`config.mk`:
```
export PLATFORM = sky130hd
export DESIGN_NAME = fsp_serial_port
export DESIGN_NICKNAME = d
export VERILOG_FILES = /design/src/shared/fsp_pkg.sv /design/src/logic/fsp_serial_port.sv
export SDC_FILE = /design/constraint.sdc
export NUM_CORES = 1
export LEC_CHECK = 0
export BUFFER_PORTS_ARGS = -buffer_cell sky130_fd_sc_hd__buf_4
export CORE_MARGIN = 2
export CORE_UTILIZATION = 55
export CTS_CLUSTER_DIAMETER = 200
export DETAILED_ROUTE_END_ITERATION = 7
export PLACE_DENSITY = 0.84
export SLEW_MARGIN = 20
export SYNTH_ARGS = -nofsm -noshare
export SYNTH_HDL_FRONTEND = slang
export SYNTH_SLANG_ARGS = --single-unit
```
`constraint.sdc`:
```
create_clock -name aclk -period 3.9 [get_ports aclk]
set_input_delay 0.195 -clock aclk [delete_from_list [all_inputs] [get_ports aclk]]
set_output_delay 0.195 -clock aclk [all_outputs]
set_load 0.05 [all_outputs]
```
`src/shared/fsp_pkg.sv`:
```
package fsp_pkg;

  // ****************************************************************
  // Register map (byte addresses)
  // ****************************************************************
  localparam logic [7:0] CONTROL_OFFSET = 8'h00;
  localparam logic [7:0] BUFFER_OFFSET = 8'h04;
  localparam logic [7:0] RATE_OFFSET = 8'h08;

  // ****************************************************************
  // Field positions
  // ****************************************************************
  localparam int CTRL_MODE_HI = 7;
  localparam int CTRL_MODE_LO = 6;
  localparam int CTRL_MP = 5;
  localparam int CTRL_REN = 4;
  localparam int CTRL_TB8 = 3;
  localparam int CTRL_RB8 = 2;
  localparam int CTRL_TI = 1;
  localparam int CTRL_RI = 0;
  localparam int RATE_DOUBLE = 0;
  localparam int RATE_TX_T2 = 1;
  localparam int RATE_RX_T2 = 2;

  // ****************************************************************
  // Reset values
  // ****************************************************************
  localparam logic [7:0] CONTROL_RESET = 8'h00;
  localparam logic [7:0] BUFFER_RESET = 8'h00;
  localparam logic [2:0] RATE_RESET = 3'h0;

  // ****************************************************************
  // Cycle counts
  // ****************************************************************
  localparam logic [3:0] SHIFT_DIV_LAST = 4'hb;
  localparam logic [3:0] SHIFT_RISE = 4'h6;
  localparam logic [3:0] TICK_LAST = 4'hf;
  localparam logic [3:0] START_SAMPLE = 4'h7;
  localparam logic [1:0] FIXED_DIV_SLOW_LAST = 2'h3;
  localparam logic [1:0] FIXED_DIV_FAST_LAST = 2'h1;
  localparam logic [3:0] LAST_SAMPLE_EIGHT = 4'h8;
  localparam logic [3:0] LAST_SAMPLE_NINE = 4'h9;
  localparam logic [3:0] STOP_BIT_EIGHT = 4'h9;
  localparam logic [3:0] STOP_BIT_NINE = 4'ha;

  localparam logic [1:0] RESP_OKAY = 2'h0;
  localparam logic [1:0] RESP_SLVERR = 2'h2;

  typedef enum logic [1:0] {FSP_SEL_CTRL, FSP_SEL_BUF, FSP_SEL_RATE, FSP_SEL_NONE} fsp_sel_t;
  typedef enum logic {FSP_TX_IDLE, FSP_TX_RUN} fsp_tx_t;
  typedef enum logic [1:0] {FSP_RX_IDLE, FSP_RX_START, FSP_RX_DATA} fsp_rx_t;

  typedef struct packed {
    logic awready;
    logic wready;
    logic bvalid;
    logic [1:0] bresp;
    logic aw_held;
    logic w_held;
    logic [7:0] aw_addr;
    logic [7:0] w_data;
    logic w_lane0;
    logic arready;
    logic rvalid;
    logic [1:0] rresp;
    logic [31:0] rdata;
    logic [7:0] ctrl;
    logic [7:0] rx_buf;
    logic [2:0] rate;
    logic [1:0] sync;
    logic rx_prev;
    logic t1_half;
    logic [1:0] fix_cnt;
    fsp_tx_t tx_st;
    logic tx_pend;
    logic [3:0] tx_tick;
    logic [3:0] tx_bit;
    logic [8:0] tx_shift;
    fsp_rx_t rx_st;
    logic [3:0] rx_tick;
    logic [3:0] rx_bit;
    logic [8:0] rx_shift;
    logic m0_act;
    logic m0_rx;
    logic [3:0] m0_div;
    logic [2:0] m0_bit;
    logic [7:0] m0_shift;
    logic txd;
    logic rxd_out;
    logic rxd_oe;
  } fsp_state_t;

endpackage

```
`src/logic/fsp_serial_port.sv`:
```
`timescale 1ns/1ps
// Functional notes
// - Mode 00 is a shift register; data on rxd pin, shift clock on txd.
// - Mode 0 transmit starts on buffer write, eight bits, LSB first.
// - Mode 0 receive starts when receive enable is 1 and receive flag 0.
// - Mode 0 bit rate is core clock divided by 12.
// - Mode 01 frames: start 0, eight data bits LSB first, stop 1.
// - Mode 1 buffer write loads a 1 into the ninth shift position.
// - Async receive starts on falling rxd edge; start bit dropped, eight bits shifted in mode 1, nine in modes 2 and 3.
// - Mode 1 end: byte to buffer, stop bit to ninth flag, receive flag set.
// - Completion only if receive flag 0 and stop bit 1; else frame lost.
// - Mode 10 frames: start, eight data, programmable ninth bit, stop.
// - Mode 2 rate is clock/64, or clock/32 with doubling bit.
// - Nine-bit transmit loads byte and ninth bit, starts at next rate tick.
// - Async transmit flag set when stop bit first appears on txd.
// - Nine-bit receive stores ninth bit, loads byte, sets flag under same conditions.
// - Mode 11 is mode 2 with timer-derived rate.
// - Any buffer write with byte lane 0 enabled starts transmit; async receive needs receive enable.
// - Variable rate from timer 1 or timer 2, separately for transmit and receive.
// - Timer 1 rate is overflow rate times 2^doubling over 32.
// - Multiprocessor bit: nine-bit frames with ninth bit 0 raise no flag.
// - Sixteen rate ticks make one bit.

module fsp_serial_port (
  input wire logic aclk,
  input wire logic aresetn,
  input wire logic [7:0] awaddr,
  input wire logic awvalid,
  output logic awready,
  input wire logic [31:0] wdata,
  input wire logic [3:0] wstrb,
  input wire logic wvalid,
  output logic wready,
  output logic [1:0] bresp,
  output logic bvalid,
  input wire logic bready,
  input wire logic [7:0] araddr,
  input wire logic arvalid,
  output logic arready,
  output logic [31:0] rdata,
  output logic [1:0] rresp,
  output logic rvalid,
  input wire logic rready,
  input wire logic timer1_overflow,
  input wire logic timer2_overflow,
  input wire logic rxd_in,
  output logic rxd_out,
  output logic rxd_oe,
  output logic txd
);

  fsp_pkg::fsp_state_t s;
  fsp_pkg::fsp_state_t n;

  // ****************************************************************
  // Helpers
  // ****************************************************************
  function automatic fsp_pkg::fsp_sel_t decode(input logic [7:0] addr);
    if (addr == fsp_pkg::CONTROL_OFFSET) begin
      return fsp_pkg::FSP_SEL_CTRL;
    end else if (addr == fsp_pkg::BUFFER_OFFSET) begin
      return fsp_pkg::FSP_SEL_BUF;
    end else if (addr == fsp_pkg::RATE_OFFSET) begin
      return fsp_pkg::FSP_SEL_RATE;
    end
    return fsp_pkg::FSP_SEL_NONE;
  endfunction

  // Fixed rate in mode 2, else the selected timer
  function automatic logic pick_tick(input logic [1:0] mode, input logic use_t2, input logic fix,
                                     input logic t1, input logic t2);
    if (mode == 2'h2) begin
      return fix;
    end
    return use_t2 ? t2 : t1;
  endfunction

  always_comb begin
    logic [1:0] mode;
    logic nine;
    logic dbl;
    logic fix_tick;
    logic t1_tick;
    logic tx_en;
    logic rx_en;
    logic wr_fire;
    logic buf_wr;
    logic sample;
    logic [7:0] r_data;
    logic r_ninth;
    logic ok;
    logic ti_set;
    logic ri_set;
    fsp_pkg::fsp_sel_t wsel;
    fsp_pkg::fsp_sel_t rsel;
    mode = s.ctrl[fsp_pkg::CTRL_MODE_HI:fsp_pkg::CTRL_MODE_LO];
    nine = s.ctrl[fsp_pkg::CTRL_MODE_HI];
    dbl = s.rate[fsp_pkg::RATE_DOUBLE];
    fix_tick = 1'b0;
    t1_tick = 1'b0;
    tx_en = 1'b0;
    rx_en = 1'b0;
    wr_fire = 1'b0;
    buf_wr = 1'b0;
    sample = s.sync[1];
    r_data = 8'h00;
    r_ninth = 1'b0;
    ok = 1'b0;
    ti_set = 1'b0;
    ri_set = 1'b0;
    wsel = decode(s.aw_addr);
    rsel = decode(araddr);
    n = s;

    // ****************************************************************
    // Pin synchroniser; only the second stage is read
    // ****************************************************************
    n.sync = {s.sync[0], rxd_in};
    n.rx_prev = s.sync[1];

    // ****************************************************************
    // Rate ticks, sixteen per bit
    // ****************************************************************
    if (s.fix_cnt == (dbl ? fsp_pkg::FIXED_DIV_FAST_LAST : fsp_pkg::FIXED_DIV_SLOW_LAST)) begin
      n.fix_cnt = 2'h0;
      fix_tick = 1'b1;
    end else begin
      n.fix_cnt = s.fix_cnt + 2'h1;
    end
    // Halving timer 1 unless doubled gives overflow*2^d/32 per bit
    if (timer1_overflow) begin
      n.t1_half = ~s.t1_half;
    end
    t1_tick = timer1_overflow & (dbl | s.t1_half);
    tx_en = pick_tick(mode, s.rate[fsp_pkg::RATE_TX_T2], fix_tick, t1_tick, timer2_overflow);
    rx_en = pick_tick(mode, s.rate[fsp_pkg::RATE_RX_T2], fix_tick, t1_tick, timer2_overflow);

    // ****************************************************************
    // AXI4-Lite write channel
    // ****************************************************************
    if (awvalid && s.awready) begin
      n.aw_held = 1'b1;
      n.aw_addr = awaddr;
    end
    if (wvalid && s.wready) begin
      n.w_held = 1'b1;
      n.w_data = wdata[7:0];
      n.w_lane0 = wstrb[0];
    end
    if (s.bvalid && bready) begin
      n.bvalid = 1'b0;
    end
    wr_fire = s.aw_held && s.w_held && !s.bvalid;
    if (wr_fire) begin
      n.aw_held = 1'b0;
      n.w_held = 1'b0;
      n.bvalid = 1'b1;
      n.bresp = (wsel == fsp_pkg::FSP_SEL_NONE) ? fsp_pkg::RESP_SLVERR : fsp_pkg::RESP_OKAY;
      if (s.w_lane0) begin
        case (wsel)
          fsp_pkg::FSP_SEL_CTRL: begin
            n.ctrl = s.w_data;
          end
          fsp_pkg::FSP_SEL_BUF: begin
            buf_wr = 1'b1;
          end
          fsp_pkg::FSP_SEL_RATE: begin
            n.rate = s.w_data[2:0];
          end
          default: begin
          end
        endcase
      end
    end
    n.awready = !n.aw_held && !n.bvalid;
    n.wready = !n.w_held && !n.bvalid;

    // ****************************************************************
    // AXI4-Lite read channel
    // ****************************************************************
    if (s.rvalid && rready) begin
      n.rvalid = 1'b0;
      n.arready = 1'b1;
    end
    if (arvalid && s.arready) begin
      n.arready = 1'b0;
      n.rvalid = 1'b1;
      n.rresp = fsp_pkg::RESP_OKAY;
      case (rsel)
        fsp_pkg::FSP_SEL_CTRL: begin
          n.rdata = {24'h000000, s.ctrl};
        end
        fsp_pkg::FSP_SEL_BUF: begin
          n.rdata = {24'h000000, s.rx_buf};
        end
        fsp_pkg::FSP_SEL_RATE: begin
          n.rdata = {29'h00000000, s.rate};
        end
        default: begin
          n.rdata = 32'h00000000;
          n.rresp = fsp_pkg::RESP_SLVERR;
        end
      endcase
    end

    // ****************************************************************
    // Mode 0 shift register
    // ****************************************************************
    if (buf_wr && mode == 2'h0) begin
      n.m0_act = 1'b1;
      n.m0_rx = 1'b0;
      n.m0_div = 4'h0;
      n.m0_bit = 3'h0;
      n.m0_shift = s.w_data;
    end else if (!s.m0_act && mode == 2'h0 && s.ctrl[fsp_pkg::CTRL_REN] && !s.ctrl[fsp_pkg::CTRL_RI]) begin
      n.m0_act = 1'b1;
      n.m0_rx = 1'b1;
      n.m0_div = 4'h0;
      n.m0_bit = 3'h0;
    end else if (s.m0_act) begin
      n.m0_div = s.m0_div + 4'h1;
      if (s.m0_rx && s.m0_div == fsp_pkg::SHIFT_RISE) begin
        n.m0_shift = {sample, s.m0_shift[7:1]};
      end
      if (s.m0_div == fsp_pkg::SHIFT_DIV_LAST) begin
        n.m0_div = 4'h0;
        n.m0_bit = s.m0_bit + 3'h1;
        if (!s.m0_rx) begin
          n.m0_shift = {1'b0, s.m0_shift[7:1]};
        end
        if (s.m0_bit == 3'h7) begin
          n.m0_act = 1'b0;
          if (s.m0_rx) begin
            ri_set = 1'b1;
            n.rx_buf = s.m0_shift;
          end else begin
            ti_set = 1'b1;
          end
        end
      end
    end
    // Clock low for the first half of each bit, high for the second
    n.rxd_oe = n.m0_act && !n.m0_rx;
    n.rxd_out = n.m0_shift[0];
    n.txd = 1'b1;

    // ****************************************************************
    // Asynchronous transmitter
    // ****************************************************************
    if (buf_wr && mode != 2'h0) begin
      n.tx_pend = 1'b1;
      n.tx_st = fsp_pkg::FSP_TX_IDLE;
      n.tx_shift = {nine ? s.ctrl[fsp_pkg::CTRL_TB8] : 1'b1, s.w_data};
    end else begin
      case (s.tx_st)
        fsp_pkg::FSP_TX_IDLE: begin
          if (s.tx_pend && tx_en) begin
            n.tx_pend = 1'b0;
            n.tx_st = fsp_pkg::FSP_TX_RUN;
            n.tx_tick = 4'h0;
            n.tx_bit = 4'h0;
          end
        end
        fsp_pkg::FSP_TX_RUN: begin
          if (tx_en) begin
            n.tx_tick = s.tx_tick + 4'h1;
            if (s.tx_tick == fsp_pkg::TICK_LAST) begin
              if (s.tx_bit == (nine ? fsp_pkg::STOP_BIT_NINE : fsp_pkg::STOP_BIT_EIGHT)) begin
                n.tx_st = fsp_pkg::FSP_TX_IDLE;
              end else begin
                n.tx_bit = s.tx_bit + 4'h1;
                // Leaving the start bit must not drop data bit 0
                n.tx_shift = (s.tx_bit == 4'h0) ? s.tx_shift : {1'b1, s.tx_shift[8:1]};
                if (n.tx_bit == (nine ? fsp_pkg::STOP_BIT_NINE : fsp_pkg::STOP_BIT_EIGHT)) begin
                  ti_set = 1'b1;
                end
              end
            end
          end
        end
        default: begin
          n.tx_st = fsp_pkg::FSP_TX_IDLE;
        end
      endcase
    end
    // Next-state view keeps the clock low from the first cycle and idle after the last
    if (n.m0_act) begin
      n.txd = (n.m0_div >= fsp_pkg::SHIFT_RISE);
    end else if (n.tx_st == fsp_pkg::FSP_TX_RUN) begin
      n.txd = (n.tx_bit == 4'h0) ? 1'b0 : n.tx_shift[0];
    end

    // ****************************************************************
    // Asynchronous receiver
    // ****************************************************************
    case (s.rx_st)
      fsp_pkg::FSP_RX_IDLE: begin
        if (mode != 2'h0 && s.ctrl[fsp_pkg::CTRL_REN] && s.rx_prev && !sample) begin
          n.rx_st = fsp_pkg::FSP_RX_START;
          n.rx_tick = 4'h0;
        end
      end
      fsp_pkg::FSP_RX_START: begin
        if (rx_en) begin
          n.rx_tick = s.rx_tick + 4'h1;
          if (s.rx_tick == fsp_pkg::START_SAMPLE) begin
            n.rx_tick = 4'h0;
            n.rx_bit = 4'h0;
            n.rx_st = sample ? fsp_pkg::FSP_RX_IDLE : fsp_pkg::FSP_RX_DATA;
          end
        end
      end
      fsp_pkg::FSP_RX_DATA: begin
        if (rx_en) begin
          n.rx_tick = s.rx_tick + 4'h1;
          if (s.rx_tick == fsp_pkg::TICK_LAST) begin
            if (s.rx_bit == (nine ? fsp_pkg::LAST_SAMPLE_NINE : fsp_pkg::LAST_SAMPLE_EIGHT)) begin
              n.rx_st = fsp_pkg::FSP_RX_IDLE;
              // Final sample is the stop bit in every async mode
              r_data = nine ? s.rx_shift[7:0] : s.rx_shift[8:1];
              r_ninth = nine ? s.rx_shift[8] : sample;
              ok = !s.ctrl[fsp_pkg::CTRL_RI] && sample
                   && (!s.ctrl[fsp_pkg::CTRL_MP] || !nine || r_ninth);
              if (ok) begin
                n.rx_buf = r_data;
                ri_set = 1'b1;
              end
            end else begin
              n.rx_bit = s.rx_bit + 4'h1;
              n.rx_shift = {sample, s.rx_shift[8:1]};
            end
          end
        end
      end
      default: begin
        n.rx_st = fsp_pkg::FSP_RX_IDLE;
      end
    endcase

    // ****************************************************************
    // Flag sets win over a software write in the same cycle
    // ****************************************************************
    if (ok) begin
      n.ctrl[fsp_pkg::CTRL_RB8] = r_ninth;
    end
    if (ri_set) begin
      n.ctrl[fsp_pkg::CTRL_RI] = 1'b1;
    end
    if (ti_set) begin
      n.ctrl[fsp_pkg::CTRL_TI] = 1'b1;
    end
  end

  always_ff @(posedge aclk) begin
    if (!aresetn) begin
      s <= '0;
      s.ctrl <= fsp_pkg::CONTROL_RESET;
      s.rx_buf <= fsp_pkg::BUFFER_RESET;
      s.rate <= fsp_pkg::RATE_RESET;
      s.awready <= 1'b1;
      s.wready <= 1'b1;
      s.arready <= 1'b1;
      s.sync <= 2'h3;
      s.rx_prev <= 1'b1;
      s.txd <= 1'b1;
      s.tx_st <= fsp_pkg::FSP_TX_IDLE;
      s.rx_st <= fsp_pkg::FSP_RX_IDLE;
    end else begin
      s <= n;
    end
  end

  assign awready = s.awready;
  assign wready = s.wready;
  assign bvalid = s.bvalid;
  assign bresp = s.bresp;
  assign arready = s.arready;
  assign rvalid = s.rvalid;
  assign rdata = s.rdata;
  assign rresp = s.rresp;
  assign txd = s.txd;
  assign rxd_out = s.rxd_out;
  assign rxd_oe = s.rxd_oe;

endmodule // fsp_serial_port

```
==> out/qor.yml, run 1 <==
seqPwrFrac_pct: 40.8
nNetsFinal: 794
die-height_um: 105
netlist_area_sq_um: 5660
port_buffers: 52
clock_latency_ns: 0.53
max-cap-violations: 0
cts_root_buffer: "clkbuf_8"
drive_gt1_share_pct: 15.3
required_ns: 4.27
worstHoldPathType: "in2reg"
hold_viol_final: 0
slew_headroom_pct: 46.9
wl_per_cell_um: 15.6
worst_pin_slew_ns: 0.786
startpoint: "s[132]"
timing.fmax_ghz: 0.309
synth_common_cells: "116 x dfxtp_1, 92 x nor2_1, 73 x nand2_1"
netSwitchingPower_uw: 727
gp_congestion: 0.854
rows: 37
skew_ns: 0.0117
regToRegStartpoint: "s[132]"
ys_async_sr_fraction_pct: 0
syn_to_final_growth_pct: 20.1
wl_um: 13600
crit_path_max_fanout: 17
min_period_ns: 3.23
netSwitchingFraction_pct: 24.0
synth_most_common_cell: "dfxtp_1"
coreArea_sq_um: 10100
drc_errors: 0
final_antenna_net_count: 0
cp_data_arrival_time_ns: 3.60
tns_ns: 0
first_pass_iters: 5
dieArea_sq_um: 11100
period_share_pct: 82.9
synth-edff-count: 0
regMostFlops: "s"
yosys.area.top_type: "dfxtp_1"
grt_max_degree: 46
hpwl_um: 8800
yosys_warnings: 0
outcome: "completed"
cts_buffer_depth: 2
final-setup-viol-count: 0
hp-start: "araddr[3]"
die_w_um: 105
criticalPathCategory: "reg2reg"
ctsResizeCount: 0
avgSynthCellArea_sq_um: 8.60
ios: 106
p_leak_nw: 2.75
synthFlopType: "dfxtp_1"
diodes: 0
p_per_area_nw_per_um2: 447
viasPerCell: 5.65
overflow: 0
ys_types: 58
stdcell_count: 868
p_clk_share_pct: 51.4
antenna_found_initial: 0
clkSinkCount: 116
h-tree-depth: 4
synth-seq-cells: 116
tritoncts: "done"
rsz0062_at_grt: "no"
cp-end-kind: "flip-flop"
cts_made_buffers: 17
start_util_pct: 55.8
grt_usage_pct: 24.8
place_inst: 813
p_int_mw: 2.31
synth_seq_area_share_pct: 41.1
via_count: 4900
synth_area_leaders: "dfxtp_1 41%, mux2i_1 9.4%, nor2_1 6.1%, buf_4 4.9%, nand2_1 4.8%"
slew_viol_final: 0
grt_pass1_wl_um: 22100
synth_top_area_share_pct: 41.1
grt_pass1_vias: 4782
drt-initial-drc-count: 285
syn_inst: 658
ir_drop_mv: 0.318
path_clk_slew_ns: 0.06
comb_power_share_pct: 7.8
largest_register_ffs: 97
start_kind: "flip-flop"
power by group through the flow:
| stage | Combinational [mW] | Clock (mW) | Sequential, mW |
|---|---|---|---|
| 2_1_floorplan | 0.163 | 0 | 1.27 |
| 3_3_place_gp | 0.208 | 0 | 1.26 |
| 3_5_place_dp | 0.212 | 0 | 1.26 |
| 4_1_cts | 0.233 | 1.57 | 1.24 |
| 5_1_grt | 0.252 | 1.62 | 1.24 |
| 6_report | 0.236 | 1.56 | 1.24 |
routing by layer:
layer  track usage (%)  part of all wire (%)
met5                 0                     0
met1              28.4                    41
met3              6.06                   6.0
met2              44.3                    52
met4              9.81                   1.6
cell usage in the layout (no fill, tap or decap), types with 3 or more instances in the layout:
cell type,n
mux2i_1,53
or3_1,4
nand4_1,5
and2_1,12
bufinv_16,3
nor2_1,92
xnor2_1,3
nor4_1,3
nand2b_1,13
o211ai_1,3
inv_1,11
nand3_1,21
a21oi_1,47
or4_1,3
buf_4,57
a31oi_1,10
o21ai_0,19
nand2_1,73
conb_1,26
dfxtp_1,116
clkbuf_8,4
mux2_2,12
clkinv_2,6
dlygate4sd3_1,23
nor3_1,3
a22oi_1,4
clkbuf_16,16
a211oi_1,22
nor2b_1,5
ha_1,13
nand3b_1,5
cells by family after synthesis:
family,share of synthesized area (%)
flops,41.1
other cells,0.0663
xor+xnor,0.774
simple gates,22.3
fa+ha+maj,2.88
buf+inv,7.50
compound gates,13.7
mux,11.8
path summary, 6_finish.rpt:
kind	endpoint	slack, ns	cells past startpoint
worst max-delay path	s[70]	0.67	7
worst min-delay path	rresp[1]	0.06	3
worst max register to register	s[70]	0.67	7
worst min register to register	n[61]	0.43	1
cell type report:
| class | instances | area [sq um] |
|---|---|---|
| Clock buffer | 22 | 463 |
| Clock inverter | 10 | 129 |
| Fill cell | 787 | 3350 |
| Inverter | 12 | 45.0 |
| Multi-Input combinational cell | 492 | 3000 |
| Sequential cell | 116 | 2320 |
| Tap cell | 136 | 170 |
| Timing Repair Buffer | 80 | 658 |
critical path, cell delays in order, from the launching register on:
cell and delay [ns]:
dfxtp_1 0.32, or4_1 0.57, nor4b_1 0.73, nand2_1 0.55
nand4_4 0.37, mux2_2 0.36, nor2_1 0.10, a211oi_1 0.07
through the flow:
| stage | hold WS [ns] | util [%] | area [sq um] | power [mW] | setup slack, ns |
|---|---|---|---|---|---|
| final | 0.0552 | 67.0 | 6790 | 3.03 | 0.666 |
| after global routing | 0.0839 | 67.0 | 6790 | 3.11 | 0.499 |
| after CTS | 0.0537 | 67.0 | 6790 | 3.04 | 0.745 |
| after detailed placement | 0.389 | 58.9 | 5970 | 1.47 | 0.802 |
| after global placement | 0.388 | 58.9 | 5970 | 1.47 | 0.835 |
| after floorplan | 0.296 | - | 5750 | 1.43 | 1.50 |
what timing repair did:
action	in CTS	in global routing
endpoints found under the setup margin	0	0
hold buffers	23	0
hold endpoints to repair	23	0
setup buffers	0	0
Power figures use the tool's default switching activity.
==> run 2: changes to the inputs <==
- clock period: 3.9 -> 3.28 ns (I/O delays scaled with it)
==> run 2 against run 1 <==
Compared with the run above: sequential cell count stayed put; worst hold slack worse by 0.026 ns; die area stayed put; via count is 1.2% higher; register-to-register slack worse by 0.19 ns; cell count is 0.69% higher; global-route usage is 1.1 points higher; critical path depth is 1 higher; routed wire length is 2.5% higher; largest cell class unchanged; highest routed layer unchanged.
==> out/qor.yml, run 2 (synthesized netlist as in run 1, its figures left out) <==
cts_made_buffers: 17
crit_path_max_fanout: 8
max-cap-violations: 0
cts_buffer_depth: 2
p_per_area_nw_per_um2: 545
largest_register_ffs: 97
r2r_slack_ns: 0.47
grt_max_degree: 54
drt-initial-drc-count: 276
ios: 106
criticalPathCategory: "reg2reg"
drive_gt1_share_pct: 16.1
clkSinkCount: 116
stdcell_count: 874
rsz0062_at_grt: "no"
hold_viol_final: 0
die-height_um: 105
overflow: 0
worstHoldPathType: "in2reg"
post-cts-setup-buffer-count: 0
worst_pin_slew_ns: 0.903
worst_r2r_endpoint: "txd"
nNetsFinal: 800
gp_congestion: 0.823
drc_errors: 0
skew_ns: 0.0110
wl_per_cell_um: 15.9
cp.depth: 8
slew_headroom_pct: 39.8
grt_pass1_vias: 4839
critPathMaxStageDelay_ns: 0.55
diodes: 0
h-tree-depth: 4
path_clk_slew_ns: 0.06
min_period_ns: 2.81
start_util_pct: 55.8
startpoint: "s[132]"
tritoncts: "done"
die_w_um: 105
period_share_pct: 85.6
regMostFlops: "s"
grt_usage_pct: 25.9
start_kind: "flip-flop"
cp-end-kind: "flip-flop"
outcome: "completed"
crit_buf_inv: 1
p_leak_nw: 2.79
cp_data_arrival_time_ns: 3.20
required_ns: 3.68
path_cells: "or4_1 > or4_4 > nor3_4 > buf_4 > or4b_2 > nand3_1 > o41ai_2 > a31oi_1"
crit_path_top_delay_cell: "or4_1"
final_antenna_net_count: 0
mostFrequentLayoutCell: "dfxtp_1"
regToRegStartpoint: "s[132]"
ir_drop_mv: 0.429
port_buffers: 52
wl_um: 13900
via_count: 4960
slew_viol_final: 0
rows: 37
hpwl_um: 9130
worstRegToRegCells: 8
clock_latency_ns: 0.53
coreArea_sq_um: 10100
endpoint: "txd"
final_cell_mix: "116 x dfxtp_1, 92 x nor2_1, 73 x nand2_1"
first_pass_iters: 5
cp_top_family: "simple AND/OR/NAND/NOR gates"
viasPerCell: 5.68
grt_pass1_wl_um: 23000
syn_to_final_growth_pct: 21.8
cts_root_buffer: "clkbuf_8"
timing.fmax_ghz: 0.356
final-setup-viol-count: 0
dieArea_sq_um: 11100
tns_ns: 0
place_inst: 818
antenna_found_initial: 0
## run 2: through the flow
| step | area [sq um] | util [%] | power [mW] | setup slack [ns] | hold slack, ns |
|---|---|---|---|---|---|
| after floorplan | 5750 | - | 1.70 | 0.885 | 0.265 |
| after global placement | 6010 | 59.2 | 1.75 | 0.620 | 0.352 |
| after detailed placement | 6010 | 59.2 | 1.76 | 0.524 | 0.362 |
| after CTS | 6890 | 68.0 | 3.76 | 0.495 | 0.0231 |
| after global routing | 6890 | 68.0 | 3.86 | 0.354 | 0.0729 |
| final | 6890 | 68.0 | 3.76 | 0.474 | 0.0290 |
## run 2: how the worst min path moves through the flow
stage / start / end / slack [ns] / cells past startpoint
6_report: arvalid / arready / 0.03 / 3
3_3_place_gp: rxd_in / n[63] / 0.35 / 2
4_1_cts: arvalid / arready / 0.02 / 3
5_1_grt: arvalid / arready / 0.07 / 3
3_5_place_dp: rxd_in / n[63] / 0.36 / 2
2_1_floorplan: rxd_in / n[63] / 0.27 / 1
## run 2: cell type report
class / instances / area (sq um)
fill: 763 / 3250
inverter: 12 / 45.0
clock inverter: 15 / 228
tap: 136 / 170
multi-input combinational: 492 / 3000
timing repair buffer: 86 / 706
sequential: 116 / 2320
clock buffer: 17 / 414
## run 2: where the power goes
| part | total, mW | internal (mW) | switching, mW |
|---|---|---|---|
| Sequential | 1.47 | 1.44 | 0.0315 |
| Combinational | 0.282 | 0.0930 | 0.189 |
| Clock | 2.00 | 1.32 | 0.686 |
| Total | 3.76 | 2.85 | 0.907 |
## run 2: what timing repair did
item / CTS / global route
endpoints found under the hold margin: 25 / 0
endpoints found under the setup margin: 0 / 0
resized for setup: 0 / 0
hold buffers: 24 / 0
## run 2: worst min-delay path, cell delays in order
cell and delay (ns):
buf_4 0.08, and2_1 0.16, o21ai_0 0.09
## run 2: routing by layer
layer | track usage [%] | vias to the layer above | part of all wire, %
li1 | - | 2382 | -
met1 | 30.1 | 2341 | 40
met2 | 46.2 | 205 | 51
met3 | 5.50 | 32 | 6.6
met4 | 10.5 | 0 | 2.4
met5 | 0 | - | 0
==> run 3: changes to the inputs <==
- CAP_MARGIN: default -> 20
- REMOVE_ABC_BUFFERS: default -> 1
==> run 3 against run 2 <==
Compared with the run above: clock skew shrank 0.0014 ns; largest power group unchanged; die area is the same; first-iteration DRC count is 45% higher; sequential share of layout area grew 0.25 points; via count decreased by 0.97%.
==> out/qor.yml, run 3 (synthesized netlist as in run 1, its figures left out) <==
grt_pass1_vias: 4755
crit_path_max_fanout: 13
whs_ns: 0.0637
h-tree-depth: 4
met2_length_um: 6940
ios: 106
wl_per_cell_um: 15.7
final_antenna_net_count: 0
drive_gt1_share_pct: 15.4
grt_pass1_wl_um: 21900
viasPerCell: 5.64
rsz0062_at_grt: "no"
port_buffers: 52
gp_congestion: 0.811
grt_usage_pct: 24.6
cts_buffer_depth: 2
cts_root_buffer: "clkbuf_8"
hpwl_um: 9000
criticalPathCategory: "reg2reg"
clock_latency_ns: 0.53
required_ns: 3.67
worstHoldPathType: "in2reg"
met3_length_um: 735
place_inst: 815
p_leak_nw: 2.76
clkSinkCount: 116
antenna_found_initial: 0
path_clk_slew_ns: 0.06
start_kind: "flip-flop"
hold_viol_final: 0
slew_headroom_pct: 29.9
outcome: "completed"
skew_ns: 0.00964
overflow: 0
tns_ns: 0
first_pass_iters: 7
slew_viol_final: 0
p_per_area_nw_per_um2: 526
timing.fmax_ghz: 0.341
ir_drop_mv: 0.354
rows: 37
die_w_um: 105
largest_register_ffs: 97
period_share_pct: 89.4
nNetsFinal: 798
tritoncts: "done"
final_cell_mix: "116 x dfxtp_1, 92 x nor2_1, 73 x nand2_1"
drt-initial-drc-count: 399
stdcell_count: 871
mostFrequentLayoutCell: "dfxtp_1"
wl_met1_um: 5690
cts_made_buffers: 17
worst_pin_slew_ns: 1.05
regMostFlops: "s"
max-cap-violations: 0
drc_errors: 0
wl_um: 13600
grt_max_degree: 63
cp-end-kind: "flip-flop"
start_util_pct: 55.8
cp_data_arrival_time_ns: 3.33
min_period_ns: 2.93
final-setup-viol-count: 0
routed.top_layer: "met4"
via_count: 4912
ctsResizeCount: 0
syn_to_final_growth_pct: 20.9
dieArea_sq_um: 11100
diodes: 0
die-height_um: 105
coreArea_sq_um: 10100
-- run 3: cell types whose count changed in the layout (fill, tap and decap cells not counted), sizes merged --
cell / before / now
clkinv: 5 / 3
clkinvlp: 2 / 3
buf: 62 / 59
inv: 15 / 12
bufinv: 5 / 3
clkbuf: 17 / 22
dlygate4sd3: 24 / 25
-- run 3: routing by layer --
layer,up-vias,GRT usage [%]
li1,2384,-
met1,2307,28.6
met2,192,43.1
met3,29,5.81
met4,0,10.6
met5,-,0
-- run 3: cell type report --
cell class                      count  area [sq um]
Timing Repair Buffer               84           706
Fill cell                         731          3300
Clock buffer                       22           463
Inverter                           12          45.0
Sequential cell                   116          2320
Tap cell                          136           170
Clock inverter                      9           128
Multi-Input combinational cell    492          3000
-- run 3: power by group --
part / leakage, nW / internal [mW] / total, mW / switching, mW
Sequential: 0.940 / 1.44 / 1.47 / 0.0285
Clock: 0.283 / 1.21 / 1.84 / 0.634
Combinational: 1.54 / 0.0944 / 0.287 / 0.193
-- run 3: timing repair --
item / CTS / global route
setup buffers: 0 / 0
hold buffers: 25 / 0
endpoints found under the hold margin: 25 / 0
-- run 3: worst max-delay path, stage by stage (launching register included) --
cell     delay (ns)
dfxtp_1        0.32
or4_1          0.57
or4_4          0.54
nor3_4         0.41
nor3b_1        0.18
mux2_2         0.32
o41ai_2        0.33
a31oi_1        0.11
-- run 3: worst paths after layout --
| check | startpoint | to | slack [ns] | cells past startpoint |
|---|---|---|---|---|
| worst min-delay path | araddr[0] | rresp[1] | 0.06 | 5 |
| worst max-delay path | s[132] | txd | 0.35 | 7 |
| worst max register to register | s[132] | txd | 0.35 | 7 |
| worst min register to register | n[63] | n[61] | 0.42 | 1 |
-- run 3: per-stage QoR --
step                      total power [mW]  setup WS, ns  area [sq um]  util (%)
after floorplan                       1.67         0.451          5370         -
after global placement                1.75         0.486          6000      59.2
after global routing                  3.69         0.235          6840      67.4
final                                 3.60         0.348          6840      67.4
after CTS                             3.61         0.401          6840      67.4
after detailed placement              1.76         0.422          6000      59.2
